$ cat src/atpg_pkg.sv
// package of constants and types for the converter test-pattern generator
package atpg_pkg;
   localparam int unsigned SAMPLE_W   = 14;
   localparam int unsigned ADDR_W     = 12;
   // register offsets
   localparam logic [11:0] OFS_CONTROL   = 12'h550;
   localparam logic [11:0] OFS_USER_BASE = 12'h551;
   localparam logic [11:0] OFS_USER_LAST = 12'h558;
   localparam int unsigned USER_BYTES    = 8;
   // control register fields and reset value
   localparam int unsigned CTL_MODE_LSB   = 0;
   localparam int unsigned CTL_MODE_W     = 4;
   localparam int unsigned CTL_LONG_RST   = 4;
   localparam int unsigned CTL_SHORT_RST  = 5;
   localparam int unsigned CTL_SINGLE     = 6;
   localparam logic [7:0]  CONTROL_RESET  = 8'h00;
   localparam logic [7:0]  USER_RESET     = 8'h00;
   // pattern codes
   localparam logic [3:0] MODE_OFF      = 4'h0;
   localparam logic [3:0] MODE_MIDSCALE = 4'h1;
   localparam logic [3:0] MODE_POS_FS   = 4'h2;
   localparam logic [3:0] MODE_NEG_FS   = 4'h3;
   localparam logic [3:0] MODE_CHECKER  = 4'h4;
   localparam logic [3:0] MODE_LONG_PR  = 4'h5;
   localparam logic [3:0] MODE_SHORT_PR = 4'h6;
   localparam logic [3:0] MODE_TOGGLE   = 4'h7;
   localparam logic [3:0] MODE_USER     = 4'h8;
   localparam logic [3:0] MODE_RAMP     = 4'hf;
   // fixed words
   localparam logic [13:0] WORD_MIDSCALE = 14'h0000;
   localparam logic [13:0] WORD_POS_FS   = 14'h1fff;
   localparam logic [13:0] WORD_NEG_FS   = 14'h2000;
   localparam logic [13:0] WORD_CHECK_A  = 14'h1555;
   localparam logic [13:0] WORD_CHECK_B  = 14'h2aaa;
   localparam logic [13:0] WORD_ZEROS    = 14'h0000;
   localparam logic [13:0] WORD_ONES     = 14'h3fff;
   // pseudo-random generators
   localparam int unsigned LONG_W      = 23;
   localparam int unsigned LONG_TAP    = 18;
   localparam logic [22:0] LONG_SEED   = 23'h003aff;
   localparam int unsigned SHORT_W     = 9;
   localparam int unsigned SHORT_TAP   = 5;
   localparam logic [8:0]  SHORT_SEED  = 9'h092;
   // sample carrier
   typedef struct packed {
      logic        valid;
      logic [13:0] data;
   } atpg_sample_t;
endpackage : atpg_pkg

$ cat src/atpg_top.sv
// converter test-pattern generator placed ahead of the output formatting stage
// Function
// (RULE1) 4-bit control code selects pattern; zero off
// (RULE2) nonzero code replaces converter samples with pattern; unused codes 9-14 pass converter samples here
// (RULE3) pattern passes formatting; some types bypass it
// (RULE4) either reset bit reseeds pseudo-random generators
// (RULE5) analog ignored; advance only on sample clock
// (RULE6) codes 1-3 give midscale, +full, -full
// (RULE7) code 4 alternates 0x1555 and 0x2aaa
// (RULE8) code 5 long sequence x^23+x^18+1
// (RULE9) code 6 short sequence x^9+x^5+1
// (RULE10) code 7 alternates all zeros, all ones
// (RULE11) code 8 repeat: user patterns one-four cycling
// (RULE12) code 8 single: four user patterns, then zeros
// (RULE13) code 15 ramp, plus one, wraps 2^14
// (RULE14) repeat or single chosen by control bit
// (RULE15) generators step once per sample; ramp restarts
`timescale 1ns/10ps
`default_nettype none
module atpg_top #(
   parameter int unsigned ADDR_W = atpg_pkg::ADDR_W
) (
   input  wire logic                 mclk,          // sample-rate clock, 200 MHz
   input  wire logic                 rst_n,         // synchronous reset, active low
   input  wire logic [ADDR_W-1:0]    reg_addr,      // register address
   input  wire logic [7:0]           reg_wdata,     // register write data
   input  wire logic                 reg_we,        // register write strobe
   input  wire logic                 fmt_offset_bin,// formatter: 1 = offset binary
   input  wire atpg_pkg::atpg_sample_t adc_in,      // converter sample, valid = encode tick
   output logic [7:0]                reg_rdata,     // read data, one cycle after address
   output atpg_pkg::atpg_sample_t    data_out,      // formatted sample to back end
   output logic                      test_active    // a nonzero pattern code is selected
);
   logic [7:0]  control;
   logic [7:0]  user_byte [atpg_pkg::USER_BYTES];
   logic [3:0]  mode;
   logic        ctl_write;
   logic        mode_enter;
   logic        tick;
   logic        phase;
   logic [1:0]  user_idx;
   logic        user_done;
   logic [13:0] ramp;
   logic [atpg_pkg::LONG_W-1:0]  long_st;
   logic [atpg_pkg::SHORT_W-1:0] short_st;
   logic [atpg_pkg::LONG_W-1:0]  next_long_st;
   logic [atpg_pkg::SHORT_W-1:0] next_short_st;
   logic [13:0] long_word;
   logic [13:0] short_word;
   logic [13:0] user_word;
   logic [13:0] pat_word;
   logic        pat_fmt;
   logic [13:0] next_data;

   assign mode       = control[atpg_pkg::CTL_MODE_LSB +: atpg_pkg::CTL_MODE_W]; // RULE1
   assign tick       = adc_in.valid; // RULE5
   assign ctl_write  = reg_we && (reg_addr == atpg_pkg::OFS_CONTROL);

   // a write that changes the code restarts ramp, phase and user index on that edge,
   // so a tick on the very next edge already sees the fresh per-mode state
   assign mode_enter = ctl_write
                    && (reg_wdata[atpg_pkg::CTL_MODE_LSB +: atpg_pkg::CTL_MODE_W] != mode); // RULE15

   // control register write
   always_ff @(posedge mclk) begin
      if (!rst_n) begin
         control <= atpg_pkg::CONTROL_RESET; // RULE1 RULE14
      end else if (ctl_write) begin
         control <= reg_wdata;
      end
   end

   // user pattern byte registers
   for (genvar i = 0; i < atpg_pkg::USER_BYTES; i++) begin : g_user
      always_ff @(posedge mclk) begin
         if (!rst_n) begin
            user_byte[i] <= atpg_pkg::USER_RESET;
         end else if (reg_we && reg_addr == atpg_pkg::OFS_USER_BASE + 12'(i)) begin
            user_byte[i] <= reg_wdata;
         end
      end
   end

   // registered read-back, unmapped addresses read zero
   always_ff @(posedge mclk) begin
      if (!rst_n) begin
         reg_rdata <= 8'h00;
      end else if (reg_addr == atpg_pkg::OFS_CONTROL) begin
         reg_rdata <= control;
      end else if (reg_addr >= atpg_pkg::OFS_USER_BASE && reg_addr <= atpg_pkg::OFS_USER_LAST) begin
         reg_rdata <= user_byte[3'(reg_addr - atpg_pkg::OFS_USER_BASE)];
      end else begin
         reg_rdata <= 8'h00;
      end
   end

   // advance a generator fourteen bit-steps, output bits collected msb first;
   // the register holds the coming output bits with the oldest in bit 0: each step
   // emits bit 0, shifts right and enters the tap sum of bit 0 and bit W-TAP at the top
   function automatic logic [36:0] step_long(input logic [22:0] s);
      logic [22:0] st;
      logic [13:0] w;
      st = s;
      w  = 14'h0000;
      for (int k = 0; k < 14; k++) begin
         w  = {w[12:0], st[0]};
         st = {st[0] ^ st[atpg_pkg::LONG_W-atpg_pkg::LONG_TAP], st[22:1]};
      end
      return {st, w};
   endfunction : step_long

   // short generator, same walk over nine bits
   function automatic logic [22:0] step_short(input logic [8:0] s);
      logic [8:0]  st;
      logic [13:0] w;
      st = s;
      w  = 14'h0000;
      for (int k = 0; k < 14; k++) begin
         w  = {w[12:0], st[0]};
         st = {st[0] ^ st[atpg_pkg::SHORT_W-atpg_pkg::SHORT_TAP], st[8:1]};
      end
      return {st, w};
   endfunction : step_short

   assign {next_long_st, long_word}   = step_long(long_st);   // RULE8
   assign {next_short_st, short_word} = step_short(short_st); // RULE9

   // long pseudo-random generator; either reset bit holds it at its seed
   // for as long as the bit stays set, so software must clear it again
   always_ff @(posedge mclk) begin
      if (!rst_n || control[atpg_pkg::CTL_LONG_RST] || control[atpg_pkg::CTL_SHORT_RST]) begin
         long_st <= atpg_pkg::LONG_SEED; // RULE4
      end else if (tick && mode == atpg_pkg::MODE_LONG_PR) begin
         long_st <= next_long_st; // RULE15
      end
   end

   // short pseudo-random generator; shares both reset bits with the long one
   // so one write reseeds the pair and their reference words line up again
   always_ff @(posedge mclk) begin
      if (!rst_n || control[atpg_pkg::CTL_LONG_RST] || control[atpg_pkg::CTL_SHORT_RST]) begin
         short_st <= atpg_pkg::SHORT_SEED; // RULE4
      end else if (tick && mode == atpg_pkg::MODE_SHORT_PR) begin
         short_st <= next_short_st; // RULE15
      end
   end

   // ramp counter, restarts from zero when its mode is entered
   always_ff @(posedge mclk) begin
      if (!rst_n || mode_enter) begin
         ramp <= 14'h0000; // RULE15
      end else if (tick && mode == atpg_pkg::MODE_RAMP) begin
         ramp <= ramp + 14'h0001; // RULE13
      end
   end

   // alternating phase for checkerboard and word toggle
   always_ff @(posedge mclk) begin
      if (!rst_n || mode_enter) begin
         phase <= 1'b0;
      end else if (tick) begin
         phase <= ~phase; // RULE7 RULE10
      end
   end

   // user pattern sequencer
   always_ff @(posedge mclk) begin
      if (!rst_n || mode_enter) begin
         user_idx  <= 2'd0;
         user_done <= 1'b0;
      end else if (tick && mode == atpg_pkg::MODE_USER) begin
         user_idx <= user_idx + 2'd1; // RULE11
         if (user_idx == 2'd3 && control[atpg_pkg::CTL_SINGLE]) begin
            user_done <= 1'b1; // RULE12 RULE14
         end
      end
   end

   // user pattern k is bytes {2k+1, 2k}; upper 14 bits of 16 are sent
   assign user_word = user_done ? atpg_pkg::WORD_ZEROS
                    : {user_byte[{user_idx, 1'b1}], user_byte[{user_idx, 1'b0}][7:2]}; // RULE11 RULE12

   // pattern select; pat_fmt marks words that go through the formatter
   always_comb begin
      pat_word = atpg_pkg::WORD_ZEROS;
      pat_fmt  = 1'b0;
      unique case (mode)
         atpg_pkg::MODE_MIDSCALE: begin pat_word = atpg_pkg::WORD_MIDSCALE; pat_fmt = 1'b1; end // RULE6
         atpg_pkg::MODE_POS_FS:   begin pat_word = atpg_pkg::WORD_POS_FS;   pat_fmt = 1'b1; end // RULE6
         atpg_pkg::MODE_NEG_FS:   begin pat_word = atpg_pkg::WORD_NEG_FS;   pat_fmt = 1'b1; end // RULE6
         atpg_pkg::MODE_CHECKER:  pat_word = phase ? atpg_pkg::WORD_CHECK_B : atpg_pkg::WORD_CHECK_A; // RULE7
         atpg_pkg::MODE_LONG_PR:  pat_word = long_word;  // RULE8
         atpg_pkg::MODE_SHORT_PR: pat_word = short_word; // RULE9
         atpg_pkg::MODE_TOGGLE:   pat_word = phase ? atpg_pkg::WORD_ONES : atpg_pkg::WORD_ZEROS; // RULE10
         atpg_pkg::MODE_USER:     pat_word = user_word;
         atpg_pkg::MODE_RAMP:     begin pat_word = ramp; pat_fmt = 1'b1; end // RULE13
         default: begin
            pat_word = adc_in.data; // off or unused code: converter path
            pat_fmt  = 1'b1;
         end
      endcase
   end

   // formatter: offset binary flips the sign bit of formatted words
   assign next_data = {pat_word[13] ^ (pat_fmt & fmt_offset_bin), pat_word[12:0]}; // RULE3

   // output stage, new word on each encode tick;
   // data holds between ticks so the back end always sees the last word
   always_ff @(posedge mclk) begin
      if (!rst_n) begin
         data_out    <= '0;
         test_active <= 1'b0;
      end else begin
         data_out.valid <= tick; // RULE5
         if (tick) begin
            data_out.data <= next_data; // RULE2
         end
         test_active <= (mode != atpg_pkg::MODE_OFF); // RULE2
      end
   end
endmodule : atpg_top
`default_nettype wire

$ cat config.mk
export PLATFORM = sky130hd
export DESIGN_NAME = atpg_top
export DESIGN_NICKNAME = d
export VERILOG_FILES = /design/src/atpg_pkg.sv /design/src/atpg_top.sv
export SDC_FILE = /design/constraint.sdc
export NUM_CORES = 1
export LEC_CHECK = 0
export ABC_AREA = 1
export BUFFER_PORTS_ARGS = -buffer_cell sky130_fd_sc_hd__buf_4
export CORE_ASPECT_RATIO = 1.25
export CORE_UTILIZATION = 35
export CTS_BUF_LIST = sky130_fd_sc_hd__clkbuf_4 sky130_fd_sc_hd__clkbuf_8
export CTS_CLUSTER_DIAMETER = 50
export DETAILED_ROUTE_END_ITERATION = 10
export GPL_TIMING_DRIVEN = 0
export PLACE_DENSITY_LB_ADDON = 0.05
export SYNTH_ARGS = -nofsm -noshare
export SYNTH_HDL_FRONTEND = slang
export SYNTH_SLANG_ARGS = --single-unit
$ cat constraint.sdc
create_clock -name mclk -period 3.4 [get_ports mclk]
set_input_delay 0.34 -clock mclk [delete_from_list [all_inputs] [get_ports mclk]]
set_output_delay 0.34 -clock mclk [all_outputs]
set_load 0.03 [all_outputs]
* Yosys cells after proc, flatten, opt, wreduce, memory -nomap -nowiden
Memories as Yosys holds them, arrays and structs flattened. A register that Yosys moved wholly into a read port is not among the register bits. Index checks and enable logic that the tools add are counted.
Operators by class: multiplexer cells 44, multipliers 0, reductions and logical operators 23, bitwise operators 39, div/mod/pow operators 0, magnitude comparators 2, $add $sub $neg 3, eq/ne operators 20, shifts and indexed selects 0
Operators with widths (number):
- 14-bit case mux with 9 select lines | 1
- 12-bit by 11-bit == test with 1-bit output (second input constant) | 9
- 8-bit 2-to-1 mux | 10
- 14-bit 2-to-1 mux | 3
- 1-bit bitwise XOR | 29
- 1-bit 2-to-1 mux | 26
- 4-bit by 3-bit == test with 1-bit output (second input constant) | 4
- 1-bit logical AND | 16
- 14-bit by 1-bit adder with 14-bit output (second input constant) | 1
- 12-bit by 11-bit greater-or-equal comparator with 1-bit output (second input constant) | 1
- 12-bit by 11-bit less-or-equal comparator with 1-bit output (second input constant) | 1
- 3-bit 2-to-1 mux | 4
- 4-bit by 2-bit == test with 1-bit output (second input constant) | 2
- 4-bit == test (second input constant) | 2
- 1-bit OR | 8
- 5-bit OR reduction | 1
- 4-bit by 1-bit == test with 1-bit output (second input constant) | 1
- 4-bit != test | 1
- 4-bit nonzero test | 1
- 1-bit logical OR | 3
- 3-bit by 1-bit subtractor with 3-bit output (second input constant) | 1
- 2-bit by 1-bit adder with 2-bit output (second input constant) | 1
- 2-bit == test (second input constant) | 1
- 2-bit AND reduction | 1
- other kinds (3) | 3
Word-level totals: memory bits (read-only) 0, latch bits 0, logic and storage cells 143, bits of input ports 39, output and inout bits 24, RAM bits 64, memories kept 1, bits in registers 82
Memories:
- user_byte | depth 8, width 8, read ports 3, clocked after Yosys merged registers in 2, wr ports 8, RTL line atpg_top.sv:35 | logic [7:0] user_byte [atpg_pkg::USER_BYTES];

* Depth between registers and ports, before layout
Gate-level depths: netlist (run 1).
depth in word-level cells 6, gate-level depth with buffers 12, gate-level depth less buffers 11

* Worst setup path before layout (run 1)
OpenSTA, ideal clock, no wires.
path type input-to-reg, start point input reg_addr[0], end point memory user_byte[7][0] (enable), data required time 3.016 ns, setup slack 1.183 ns, data arrival time 1.833 ns, stages 5, library setup time 0.384 ns, buffers on the path 1, cells stage by stage clkinv_1 > buf_1 > ha_1 > nand4_1 > o21ai_0
RTL lines:
- from (decl) | RTL line atpg_top.sv:25 | input wire logic [ADDR_W-1:0] reg_addr,
- to (decl) | RTL line atpg_top.sv:35

* Final worst setup path (run 1)
start point input reg_addr[0], end point register reg_rdata[4]
On the way: word-level cells in the longest chain between the ends 4, elaborated cells on any way between the ends 8, those cells by class 1 x add/sub; 2 x order compare; 1 x eq/ne; 2 x mux; 1 x reduce/logical; 1 x memory
RTL lines:
- 3-bit by 1-bit subtractor with 3-bit output, or another cell as far along | RTL line atpg_top.sv:91 | reg_rdata <= user_byte[3'(reg_addr - atpg_pkg::OFS_USER_BASE)];
- memory 8 x 8 bit / 1-bit logical AND (equally long branches)
- 8-bit 2-to-1 mux | RTL line atpg_top.sv:90 | end else if (reg_addr >= atpg_pkg::OFS_USER_BASE && reg_addr <= atpg_pkg::OFS_USER_LAST) begin
- 8-bit 2-to-1 mux (*) | RTL line atpg_top.sv:88 | end else if (reg_addr == atpg_pkg::OFS_CONTROL) begin
- to (signal assigned) | RTL line atpg_top.sv:89 | reg_rdata <= control;
- to (signal assigned) | RTL line atpg_top.sv:91
- to (decl) | RTL line atpg_top.sv:30 | output logic [7:0] reg_rdata,
Every way passes the cells marked *; elsewhere a longest branch is shown, timed or not. A chain may end at the register's enable or synchronous reset.

==> results of run 1 <==
-- layout make-up --
| type | count | area share (%) |
|---|---|---|
| multi-input combinational | 698 | 40.0 |
| tap | 279 | 3.92 |
| clock inverter | 15 | 1.66 |
| buffer | 40 | 2.21 |
| clock buffer | 17 | 2.63 |
| sequential | 148 | 40.5 |
| timing repair buffer | 61 | 5.14 |
| inverter | 94 | 3.96 |
-- cell families after synthesis --
group	share of synthesized area, %
buffers and inverters	7.12
xor gates and xnor gates	3.97
DFF	46.7
adders and majority gates	1.13
AOI/OAI and AO/OA	15.4
and+or+nand+nor	25.7
-- metal layers --
metal	vias to the layer above	share of wire [%]	track usage, %
li1	3439	-	-
met1	3347	40	26.5
met2	198	52	42.5
met3	49	3.5	3.10
met4	0	4.2	11.4
met5	-	0	0
-- synthesized netlist by cell type (11+ instances only) --
cell type,n
clkbuf_1,19
inv_1,78
buf_2,12
nand2_1,171
nand3_1,72
xor2_1,18
o22ai_1,13
o21ai_0,106
edfxtp_1,64
nor2_1,126
clkinv_1,11
xnor2_1,17
nand4_1,14
dfxtp_1,84
a21oi_1,79
or2_2,12
-- sequential cells by signal, indices dropped and copies added (netlist names), 2 cells and up, named ones only --
| signal | count |
|---|---|
| control | 8 |
| data_out | 15 |
| long_st | 23 |
| ramp | 14 |
| reg_rdata | 8 |
| short_st | 9 |
| user_byte | 64 |
| user_idx | 2 |
-- worst min path at each step --
stage	to	slack, ns	depth (start not counted)
final	data_out[9]$_SDFFE_PN0P_	0.25	4
after global routing	data_out[11]$_SDFFE_PN0P_	0.24	4
after CTS	data_out[9]$_SDFFE_PN0P_	0.23	4
after detailed placement	long_st[5]$_SDFFE_PP1P_	0.46	2
after global placement	long_st[5]$_SDFFE_PP1P_	0.46	2
after floorplan	long_st[6]$_SDFFE_PP1P_	0.44	2
-- metrics by stage --
step           instance area (um2)  hold slack (ns)
6_report                      8910            0.251
5_1_grt                       8910            0.244
4_1_cts                       8910            0.226
3_5_place_dp                  8530            0.460
3_3_place_gp                  8520            0.457
2_1_floorplan                 7720            0.437
-- worst max-delay path: stages --
cell and delay, ns:
buf_4 0.12, clkinv_1 0.22, buf_1 0.40, ha_1 0.36, xnor2_1 0.80, inv_1 0.42, nand3_1 0.22, o21ai_0 0.22
nand2_1 0.13, a21oi_1 0.06
-- cell usage in the layout, fill, tap and decap left out, types with 6 or more instances in the layout --
cell	netlist	final
clkbuf_8	0	17
nand2_1	171	171
buf_4	4	65
o211ai_1	7	7
xnor2_1	17	17
edfxtp_1	64	64
buf_2	12	12
nor2_4	7	7
o22ai_1	13	13
nand4_1	14	14
a21oi_1	79	79
a211oi_1	8	8
dfxtp_1	84	84
o21ai_1	3	6
inv_1	78	78
or2_2	12	12
xor2_1	18	18
nor2_1	126	126
clkbuf_1	19	19
nor3_1	7	7
o21ai_0	106	103
clkinv_1	11	11
ha_1	7	7
nand3_1	72	72
-- where the power goes --
part | internal, mW | total [mW] | switching, mW | leakage [nW]
clock | 0.599 | 1.37 | 0.767 | 0.184
sequential | 1.90 | 1.94 | 0.0323 | 1.29
combinational | 0.117 | 0.368 | 0.250 | 2.12
==> impl_results.md, run 1 <==
* Status: complete, no violations
* WS Path Type: in2reg
* Starting Density at 35.8%
* CP Data Arrival Time at 3.31 ns
* Setup_tns at 0 ns
* Clock sink total at 148
* Fin util at 41.3%
* Post-synth top area cell: edfxtp_1
* Die Area at 0.0227 mm2
* R2R depth at 7
* Worst skew pair latency at 0.45 ns
* CP max FO at 12
* Commonest register cell after synthesis: dfxtp_1
* Clock Skew at 0.0119 ns
* # IOs at 63
* CTS root buffer: clkbuf_8
* Post-CTS Hold Buffers at 0
* Pre-CTS WS at 0.00980 ns
* Die Width at 135 um
* Die Height at 168 um
* CP Launch Point: reg_addr[0]
* Synth Register Bits at 148
* Total routed wirelength at 25500 um
* Fin nets at 1106
* Initial antenna violation count at 0
* Min cycle time layout at 2.97 ns
* Cts repair resizes at 0
* Startpoint Class: input pin
* Synth Area per Inst at 7.88 um2
* Setup crit end kind: register
* GRT Total Usage at 23.3%
* Critical Path RT at 3.74 ns
* FF+latch area at 0.00360 mm2
* Hold/Removal Path Class: in2reg
* Sequential fraction of the synthesis area at 46.7%
* Clock buffer depth at 2
* First-pass GRT wire length at 39300 um
* GP Congestion at 0.921
* Vias per cell at 5.20
* Reg clk slew, reported paths at 0.10 ns
* Setup ws final at 0.428 ns
* Vias in the first global route at 6934
* DRC at 0
* Setup bufs post-CTS at 0
* Multi-input gate area at 0.00357 mm2
* Number of placement rows at 60
* Fin crit share at 87.4%
* Pwr dens at 412 mW/mm2
* Drt wl/cell at 18.8 um
* Post-synth EDFFs at 64
* VDD IR max at 228 uV
* Core area at 0.0215 mm2
* Total of max-cap violations at 0
* Final hold violations at 0
* Worst hold path startpoint: adc_in[9]
* Slew headroom at 4.74%
* CTS tree: yes
* Fmax at 337 MHz
* Antenna-violating nets left at 0
* Buffers on Ports at 60
* R2R Path End: data_out[7]$_SDFFE_PN0P_
* Post-DP HPWL at 19700 um
* Syn Nets at 1026
* H-tree depth at 4
* Synth top area cells: edfxtp_1 25%, dfxtp_1 22%, nand2_1 8.3%
* Endpoints failing setup at 0
* RSZ-0062 raised after global routing: no
* Placed cells at 1320
* Gr ovfl total at 0
* Yosys warns at 0
* Mapped Area at 0.00772 mm2
* Reg2Reg Setup Slack at 1.49 ns
* Synth-to-layout area growth at 15.4%
* Drt pass-1 iters at 8
* Post-synth top area share at 24.9%
* Layout cells sized above 1 at 14.9%
* Vias at 7033
* Tot Pwr at 3.67 mW
* Fill count at 2233
* Synth cell types at 40
* Post-route insts no fill at 1352
* Post-synth ARST share at 0%
* Leak Pwr at 3.59 nW
* Pin count of the biggest net entering global routing at 17
* N_diodes at 0
* CTS buffer count at 17
* Worst Tran Pin Value at 1.41 ns
* CP endpoint: reg_rdata[4]$_SDFF_PN0_
* Pins Over Slew Limit at 0
* DRT iter0 DRCs at 590
* Cells after Synth at 980
No activity file was read; power rests on OpenSTA's default activity.
==> inputs of run 2 (changes only) <==
RECOVER_POWER = 50   (was not set)
==> run 2 against run 1 <==
Net effect:
- worst hold slack better by 0.00086 ns
- final area is 1.7% lower
- via count is 1.3% lower
- highest routed layer unchanged
- sequential cell count stayed put
- largest power group unchanged
- maximum frequency is 2.0% higher
- first-iteration DRC count is 0.17% lower
==> impl_results.md, run 2 (synthesis results as in run 1) <==
* WL met3 at 863 um
* Setup crit end kind: register
* Met2 Routed Length at 13300 um
* N_diodes at 0
* Gr ovfl total at 0
* # IOs at 63
* Total routed wirelength at 25500 um
* First-pass GRT wire length at 39300 um
* Area after DPL at 0.00853 mm2
* CP max FO at 12
* Finished Cell Area at 0.00876 mm2
* Final hold violations at 0
* Die Width at 135 um
* Die Area at 0.0227 mm2
* Endpoints failing setup at 0
* CTS root buffer: clkbuf_8
* Reg clk slew, reported paths at 0.10 ns
* Number of placement rows at 60
* Max FFs per register at 64
* Highest-count cells in the layout ignoring fill and taps: 173 x nand2_1, 130 x nor2_1, 105 x o21ai_0
* Vias per cell at 5.13
* RSZ-0062 raised after global routing: no
* Leak Pwr at 3.44 nW
* Die Height at 168 um
* CTS tree: yes
* Layout cells sized above 1 at 11.4%
* Top reg by flops: user_byte
* Drt pass-1 iters at 6
* Initial antenna violation count at 0
* Cts repair resizes at 0
* GRT Total Usage at 23.3%
* Worst skew pair latency at 0.45 ns
* Synth-to-layout area growth at 13.5%
* Fin crit share at 85.7%
* Starting Density at 35.8%
* Pwr dens at 418 mW/mm2
* CP Data Arrival Time at 3.25 ns
* Status: complete, no violations
* Top flop regs: user_byte x64, long_st x23, data_out x15
* Setup bufs post-CTS at 0
* VDD IR max at 228 uV
* Hold/Removal Path Class: in2reg
* Clock sink total at 148
* Core area at 0.0215 mm2
* Clock Skew at 0.0121 ns
* H-tree depth at 4
* Post-DP HPWL at 19700 um
* Critical Path RT at 3.73 ns
* Top layer in use: met4
* DRC at 0
* DRT iter0 DRCs at 589
* Drt wl/cell at 18.8 um
* CTS buffer count at 17
* M1 WL at 10300 um
* Slew headroom at 8.06%
* Fmax at 343 MHz
* Setup_tns at 0 ns
* GP Congestion at 0.921
* Pins Over Slew Limit at 0
* Startpoint Class: input pin
* Vias at 6941
* Pin count of the biggest net entering global routing at 17
* Fin nets at 1106
* Post-CTS Hold Buffers at 0
* Worst Tran Pin Value at 1.36 ns
* Min cycle time layout at 2.91 ns
* WS Path Type: in2reg
* Commonest non-fill, non-tap cell in the layout: nand2_1
* Fin util at 40.6%
* Vias in the first global route at 6934
* Buffers on Ports at 60
* Antenna-violating nets left at 0
* Total of max-cap violations at 0
* Clock buffer depth at 2
[run 2: cell types whose count changed in the layout (fill, tap and decap cells not counted), sizes merged]
cell	delta
buf	-31
clkbuf	+31
[run 2: final timing paths]
check | start | to | slack (ns) | depth (start not counted)
min | adc_in[9] | data_out[9]$_SDFFE_PN0P_ | 0.25 | 4
max | reg_addr[0] | reg_rdata[4]$_SDFF_PN0_ | 0.49 | 10
min reg2reg | data_out[6]$_SDFFE_PN0P_ | data_out[6]$_SDFFE_PN0P_ | 0.47 | 2
max reg2reg | control[2]$_SDFFE_PN0P_ | short_st[3]$_SDFFE_PP0P_ | 0.96 | 7
[run 2: critical path: stages]
cell and delay [ns]:
buf_4 0.12, clkinv_1 0.21, clkbuf_1 0.40, ha_1 0.36, xnor2_1 0.76, inv_1 0.41
nand3_1 0.21, o21ai_0 0.22, nand2_1 0.13, a21oi_1 0.06
[run 2: layer usage]
metal	GRT usage, %	up-vias
met5	0	-
met4	11.4	0
met3	3.10	45
met2	42.5	155
met1	26.5	3298
li1	-	3443
[run 2: area by class of cell]
type	instances	area, um2
sequential	148	3600
clock buffer	17	234
tap	279	349
fill	2272	12800
multi-input combinational	698	3510
buffer	40	190
clock inverter	15	148
inverter	94	353
timing repair buffer	61	368
[run 2: per-stage QoR]
stage,cells,setup WS (ns),hold WS (ns),power [mW]
after detailed placement,1320,0.00980,0.460,2.34
after global routing,1352,0.431,0.244,3.80
after CTS,1352,0.500,0.226,3.70
after floorplan,980,1.18,0.437,2.17
after global placement,1319,-0.120,0.457,2.34
final,1352,0.485,0.252,3.66
[run 2: report_power, final]
part	switching, mW	total, mW	internal, mW
registers	0.0318	1.94	1.90
logic	0.249	0.355	0.105
clock network	0.769	1.37	0.599
